$ cat src/sacs_regs.svh
// constants of the serial converter control sequencer
// assumes one 50 mhz clock (mclk) samples every pin of the link
// Summary of operation
// RULE_01 - chip select high: output floats, inputs ignored
// RULE_02 - low select valid after two rises, one fall
// RULE_03 - recognised select shows old result msb
// RULE_04 - four address bits in, msb first
// RULE_05 - first four falls shift result bits two-five
// RULE_06 - sampling starts after fourth falling edge
// RULE_07 - next five falls shift bits six-ten
// RULE_08 - tenth fall holds; convert 44 system clocks
// RULE_09 - host waits 44 clocks or raises select
// RULE_10 - select may stay low over conversions
// RULE_11 - valid select fall aborts running conversion
// RULE_12 - new access aborts; previous result stays
// RULE_13 - system and shift clocks fully independent
// RULE_14 - shared clock: two recognition clocks skip address
// RULE_15 - shared clock converts once select high
// RULE_16 - shared clock: host raises select after twelve
// RULE_17 - sampling lasts until tenth falling edge
// RULE_18 - address 1011 picks internal self-test voltage
// RULE_19 - finished conversion loads result, shifted msb first
`ifndef SACS_REGS_SVH
`define SACS_REGS_SVH
`define SACS_RES_BITS 10
`define SACS_ADDR_BITS 4
`define SACS_CONV_CYCLES 6'd44
`define SACS_CONV_LAST 6'd43
`define SACS_RECOG_RISES 2'd2
`define SACS_SAMPLE_EDGE 4'd3
`define SACS_LAST_EDGE 4'd9
`define SACS_ADDR_EDGES 4'd4
`define SACS_SELF_TEST_CHAN 4'hb
`define SACS_RESULT_RST 10'h000
`define SACS_PINS_RST 4'h8
`endif

$ cat src/sacs_pkg.sv
// types shared by the sequencer and its surroundings
// assumes sacs_regs.svh is on the include path
package sacs_pkg;
   // raw link pins, all asynchronous to mclk
   typedef struct packed {
      logic cs_n;     // chip select, active low
      logic addr;     // serial channel address
      logic io_clk;   // shift clock
      logic sys_clk;  // conversion clock
   } sacs_pins_t;
   // controls toward the analog front end
   typedef struct packed {
      logic sample;          // track the selected input
      logic convert;         // hold and convert
      logic [3:0] chan;      // selected channel
      logic self_test_channel; // internal test voltage picked
   } sacs_ana_t;
   // link state, one-hot
   typedef enum logic [2:0] {
      ST_IDLE = 3'b001,
      ST_ARM  = 3'b010,
      ST_ACT  = 3'b100
   } sacs_state_t;
endpackage

$ cat src/sacs_seq.sv
// sequencer: chip select recognition, address/result shifting,
// sample/hold timing and the 44-cycle conversion count
// assumes all pins are asynchronous to mclk; conv_data is the
// comparator result from the front end, valid at conversion end
`include "sacs_regs.svh"
module sacs_seq
   import sacs_pkg::*;
(
   input wire logic mclk,
   input wire logic reset,
   input wire sacs_pins_t pins,
   input wire logic [9:0] conv_data,
   output logic dout,
   output logic dout_oe_n,
   output sacs_ana_t ana
);
   // rising edge of a sampled level
   function automatic logic rise(input logic cur, input logic prev);
      rise = cur & ~prev;
   endfunction
   // falling edge of a sampled level
   function automatic logic fall(input logic cur, input logic prev);
      fall = ~cur & prev;
   endfunction
   // result bit picked by the count of shift falls seen
   function automatic logic pick(input logic [9:0] r,
                                 input logic [3:0] n);
      pick = r[4'd9 - n];
   endfunction

   sacs_pins_t s1_q; // first sync stage, read only by s2
   sacs_pins_t s2_q; // synchronised pins
   sacs_pins_t s3_q; // previous synchronised value, for edges

   // two-flop synchronisers, plus one stage for edge finding
   // both clocks are only sampled, so no phase relation is needed
   // reset to the idle pin levels, so no false edge follows reset
   always_ff @(posedge mclk) begin // [RULE_13]
      if (reset) begin
         s1_q <= `SACS_PINS_RST;
         s2_q <= `SACS_PINS_RST;
         s3_q <= `SACS_PINS_RST;
      end else begin
         s1_q <= pins;
         s2_q <= s1_q;
         s3_q <= s2_q;
      end
   end

   logic sys_r, sys_f, io_r, io_f;
   assign sys_r = rise(s2_q.sys_clk, s3_q.sys_clk);
   assign sys_f = fall(s2_q.sys_clk, s3_q.sys_clk);
   assign io_r = rise(s2_q.io_clk, s3_q.io_clk);
   assign io_f = fall(s2_q.io_clk, s3_q.io_clk);

   sacs_state_t state_q, state_d; // link state
   logic [1:0] rises_q, rises_d;  // system rises seen while arming
   logic [3:0] cnt_q, cnt_d;      // shift falls in this access
   logic [3:0] addr_q, addr_d;    // address shifter
   logic [9:0] result_q, result_d; // output register
   logic dout_q, dout_d;          // serial output bit
   logic sample_q, sample_d;      // sampling active
   logic [3:0] chan_q, chan_d;    // channel being sampled
   logic busy_q, busy_d;          // conversion running
   logic [5:0] conv_q, conv_d;    // system clocks of conversion
   logic recog;                   // select just recognised
   logic last_fall;               // tenth shift fall

   // both need select still low, or a raised select would skip a
   // conversion clock without starting or aborting anything
   assign recog = (state_q == ST_ARM) && !s2_q.cs_n && sys_f &&
                  (rises_q == `SACS_RECOG_RISES);
   assign last_fall = (state_q == ST_ACT) && !s2_q.cs_n && io_f &&
                      (cnt_q == `SACS_LAST_EDGE);

   // next-state and datapath computation
   always_comb begin
      state_d = state_q;
      rises_d = rises_q;
      cnt_d = cnt_q;
      addr_d = addr_q;
      result_d = result_q;
      dout_d = dout_q;
      sample_d = sample_q;
      chan_d = chan_q;
      busy_d = busy_q;
      conv_d = conv_q;
      unique case (state_q)
         ST_IDLE: begin
            // select high: shift clock and address ignored
            if (!s2_q.cs_n) begin // [RULE_01]
               state_d = ST_ARM;
               rises_d = 2'd0;
            end
         end
         ST_ARM: begin
            // shared clock: these edges never shift address
            if (s2_q.cs_n) begin // [RULE_14]
               state_d = ST_IDLE;
            end else if (recog) begin // [RULE_02]
               state_d = ST_ACT;
               cnt_d = 4'd0;
               // a valid select fall resets a running conversion
               busy_d = 1'b0; // [RULE_11]
               sample_d = 1'b0;
            end else if (sys_r && rises_q != `SACS_RECOG_RISES) begin
               rises_d = rises_q + 2'd1;
            end
         end
         ST_ACT: begin
            if (s2_q.cs_n) begin
               state_d = ST_IDLE;
               sample_d = 1'b0;
            end else begin
               // address in on the first four rises, msb first
               if (io_r && cnt_q < `SACS_ADDR_EDGES) begin // [RULE_04]
                  addr_d = {addr_q[2:0], s2_q.addr};
               end
               if (io_f) begin
                  // select may stay low: wrap for the next access
                  cnt_d = (cnt_q == `SACS_LAST_EDGE) ? 4'd0 :
                          cnt_q + 4'd1; // [RULE_10]
                  if (cnt_q == `SACS_SAMPLE_EDGE) begin // [RULE_06]
                     sample_d = 1'b1;
                     chan_d = addr_q;
                  end
                  if (last_fall) begin // [RULE_08] [RULE_17]
                     sample_d = 1'b0;
                     // restart drops the old one, result untouched
                     busy_d = 1'b1; // [RULE_12]
                     conv_d = 6'd0;
                  end
               end
            end
         end
      endcase
      // conversion paced by the system clock; in shared-clock use
      // that is the common clock, so it runs once select is high
      if (busy_q && !last_fall && !recog && sys_r) begin // [RULE_15]
         if (conv_q == `SACS_CONV_LAST) begin // [RULE_08]
            busy_d = 1'b0;
            result_d = conv_data; // [RULE_19]
         end else begin
            conv_d = conv_q + 6'd1;
         end
      end
      // output bit follows the shift count; msb right at recognition
      if (state_d == ST_ACT) begin // [RULE_03] [RULE_05] [RULE_07]
         dout_d = pick(result_d, cnt_d);
      end
   end

   // register stage
   always_ff @(posedge mclk) begin
      if (reset) begin
         state_q <= ST_IDLE;
         rises_q <= 2'd0;
         cnt_q <= 4'd0;
         addr_q <= 4'd0;
         result_q <= `SACS_RESULT_RST;
         dout_q <= 1'b0;
         sample_q <= 1'b0;
         chan_q <= 4'd0;
         busy_q <= 1'b0;
         conv_q <= 6'd0;
      end else begin
         state_q <= state_d;
         rises_q <= rises_d;
         cnt_q <= cnt_d;
         addr_q <= addr_d;
         result_q <= result_d;
         dout_q <= dout_d;
         sample_q <= sample_d;
         chan_q <= chan_d;
         busy_q <= busy_d;
         conv_q <= conv_d;
      end
   end

   // output floats except while select is recognised low
   assign dout_oe_n = (state_q != ST_ACT); // [RULE_01]
   assign dout = dout_q;
   assign ana.sample = sample_q;
   assign ana.convert = busy_q;
   assign ana.chan = chan_q;
   // test voltage chosen by the reserved address
   assign ana.self_test_channel =
      (chan_q == `SACS_SELF_TEST_CHAN); // [RULE_18]
endmodule // sacs_seq

$ cat config.mk
export PLATFORM = sky130hd
export DESIGN_NAME = sacs_seq
export DESIGN_NICKNAME = d
export VERILOG_FILES = /design/src/sacs_pkg.sv /design/src/sacs_seq.sv
export VERILOG_INCLUDE_DIRS = /design/src
export SDC_FILE = /design/constraint.sdc
export NUM_CORES = 1
export LEC_CHECK = 0
export CAP_MARGIN = 20
export CORE_UTILIZATION = 50
export CTS_CLUSTER_SIZE = 14
export DETAILED_ROUTE_END_ITERATION = 7
export DONT_BUFFER_PORTS = 1
export SLEW_MARGIN = 25
export SYNTH_ARGS = -nofsm -noshare
export SYNTH_HDL_FRONTEND = slang
export SYNTH_SLANG_ARGS = --single-unit
$ cat constraint.sdc
create_clock -name mclk -period 2.6 [get_ports mclk]
set_input_delay 0 -clock mclk [delete_from_list [all_inputs] [get_ports mclk]]
set_output_delay 0 -clock mclk [all_outputs]
set_load 0.005 [all_outputs]
==> results.txt <==
htree depth -> 2
layout cells sized above 1 -> 15.2%
Synth warnings -> 0
clk slew on worst S/H paths -> 0.09 ns
I/O pins -> 25
Main synth FF type -> dfxtp_1
Mapped Nets -> 250
Worst slew margin -> 61.0%
Power, Total -> 1300 uW
Die Width -> 68.5 um
number of routed nets with antenna violations -> 0
Seq/Total Area, Yosys -> 41.7%
first-pass GRT wire length -> 7.06 mm
pwr dens -> 500 nW/um2
worst skew pair latency -> 0.30 ns
Max Fclk -> 415 MHz
crit path max fanout -> 6
CORE AREA -> 4120 um2
initial antenna violation count -> 0
Buf+Inv Stages, Crit Path -> 0
IR drop worst, VDD -> 282 uV
CTS tree -> done
final hold slack -> 0.0166 ns
most frequent cells in the layout -> dfxtp_1 (46), nor2_1 (31), mux2i_1 (25)
family with the most delay on the worst path -> simple AND/OR/NAND/NOR gates
CP peak stage delay -> 0.52 ns
Cell Rows -> 23
Final Skew -> 0.00915 ns
largest net degree at the start of global routing -> 41
Post-Syn Area -> 2210 um2
Final Hold Violating Endpoints -> 0
Post-route DRC -> 0
routed vias -> 1692
Critical Path AT -> 2.60 ns
Die H -> 68.5 um
Initial DRC Count -> 78
leakage power -> 0.000893 uW
RSZ-0062 raised after global routing -> no
required time worst endpoint -> 2.79 ns
total grt overflow -> 0
Avg Vias per Cell -> 5.53
min-delay src -> reset
Post-synth ARST share -> 0%
actual slew at the worst max-slew pin -> 0.580 ns
Post-Syn Area per Cell -> 9.61 um2
Port-buffer cells -> 0
CP endpoint kind -> flop
Distinct cells, synth -> 52
CP Class -> flop to flop
HPWL Detailed -> 3.01 mm
reg2reg path depth -> 7
EDFF count, synth -> 0
r2r startpoint -> s2_q[1]
Sinks on Clock Net -> 46
Worst Hold Path Cells -> 2
final wirelength -> 4.27 mm
Hold WC Path Type -> input pin to flop
DR WL/cell -> 13.9 um
final setup fails -> 0
Setup TNS Final -> 0 ns
Nets -> 275
hold path endpoint -> conv_q[5]
Core Util, Final -> 63.3%
max cap viols -> 0
ant diodes -> 0
fin area -> 2600 um2
reg2reg end -> dout
total die area -> 4690 um2
period utilization -> 92.7%
starting density of the core -> 53.7%
GRT Total Usage -> 20.6%
Worst Setup Start Kind -> flop
fin crit period -> 2.41 ns
commonest non-fill, non-tap cell in the layout -> dfxtp_1
outcome -> completed
Root Buffer -> clkbuf_8
vias in the first global route -> 1610
Max clock buf depth -> 2
Gate Count Post-Synth -> 230
Synth-to-Final Area Change -> 17.8%
GP Congestion -> 0.776
Slowest cell on crit path -> mux4_2
crit path cell chain -> and4bb_1 > and2_2 > nand2b_1 > and3b_2 > mux4_2 > a31o_1 > o31a_1
Num CTS Buffers -> 5
Yosys reg bits -> 46
DR pass1 iterations -> 4
R2R setup slack -> 0.19 ns
area post-placement -> 2270 um2
Slew Viols, Final -> 0
synthesized netlist by cell type (2+ instances only):
cell / instances / area [um2]
buf_4: 3 / 22.5
nor2b_1: 14 / 87.6
buf_6: 2 / 22.5
xor2_1: 2 / 17.5
o21bai_1: 2 / 15.0
o21a_1: 2 / 15.0
dfxtp_1: 46 / 921
nor2_1: 31 / 116
or3_1: 2 / 12.5
inv_1: 6 / 22.5
o21ai_0: 5 / 25.0
xnor2_1: 3 / 26.3
nor3_1: 3 / 15.0
nand3_1: 7 / 35.0
nand2b_1: 5 / 31.3
buf_2: 2 / 10.0
a21oi_1: 12 / 60.1
clkbuf_1: 5 / 18.8
nor4b_1: 2 / 17.5
mux2_2: 2 / 22.5
ha_1: 4 / 50.1
nand3b_1: 3 / 22.5
mux4_2: 3 / 67.6
or2_2: 2 / 12.5
nand2_1: 11 / 41.3
mux2i_1: 25 / 250
final cells by class:
cell class | instances | area [um2]
fill | 366 | 1510
multi-input combinational | 166 | 1200
sequential | 46 | 921
timing repair buffer | 30 | 283
clock buffer | 6 | 72.6
tap | 50 | 62.6
clock inverter | 2 | 37.5
inverter | 6 | 22.5
metrics by stage:
| step | cells | setup WS, ns |
|---|---|---|
| floorplan | 230 | 0.307 |
| global placement | 278 | 0.146 |
| detailed placement | 278 | 0.0512 |
| CTS | 305 | 0.0162 |
| global route | 306 | 0.0602 |
| finish | 306 | 0.190 |
registers in the layout, summed over array words and instances (netlist names):
name      cells
addr_q        4
busy_q        1
chan_q        4
cnt_q         4
conv_q        6
dout          1
result_q     10
rises_q       2
s1_q          4
s2_q          4
s3_q          2
sample_q      1
state_q       3
power breakdown:
group	total (uW)	internal [uW]	leakage (uW)	switching (uW)
Combinational	60.2	33.4	0.000469	26.8
Sequential	718	712	0.000373	5.75
Clock	525	287	0.0000514	238
worst reg2reg max path: cells and delay by family (launching register included):
family / cells / cell delay [ns]
compound gates: 2 / 0.50
mux: 1 / 0.52
simple gates: 4 / 0.91
flops: 1 / 0.38
worst max path at each step:
stage | startpoint | slack [ns] | to | cells after the start
finish | s2_q[1] | 0.19 | dout | 7
global placement | conv_q[0] | 0.15 | dout | 7
CTS | rises_q[0] | 0.02 | sample_q | 9
global route | s2_q[1] | 0.06 | dout | 7
detailed placement | conv_q[0] | 0.05 | dout | 7
floorplan | conv_q[0] | 0.31 | dout | 8
per-layer routing:
layer	track usage, %	wire (um)
met1	25.2	1980
met2	34.1	2050
met3	6.00	189
met4	7.81	55
met5	0	0
logic make-up (layout without fill, tap and decap cells):
kind of cell / count (synthesis) / count (layout) / synth area share (%)
compound gates: 32 / 32 / 9.80
buf+inv: 18 / 44 / 4.36
fa+ha+maj: 4 / 4 / 2.27
flops: 46 / 46 / 41.7
mux: 30 / 30 / 15.4
xor+xnor: 5 / 5 / 1.98
simple gates: 95 / 95 / 24.5
timing repair:
action,CTS,global route
setup endpoints to repair,0,2
endpoints found under the hold margin,40,0
setup buffers,0,1
hold buffers,19,0
gates resized for setup,0,3
Note: power is estimated with default switching activity, not from simulation.
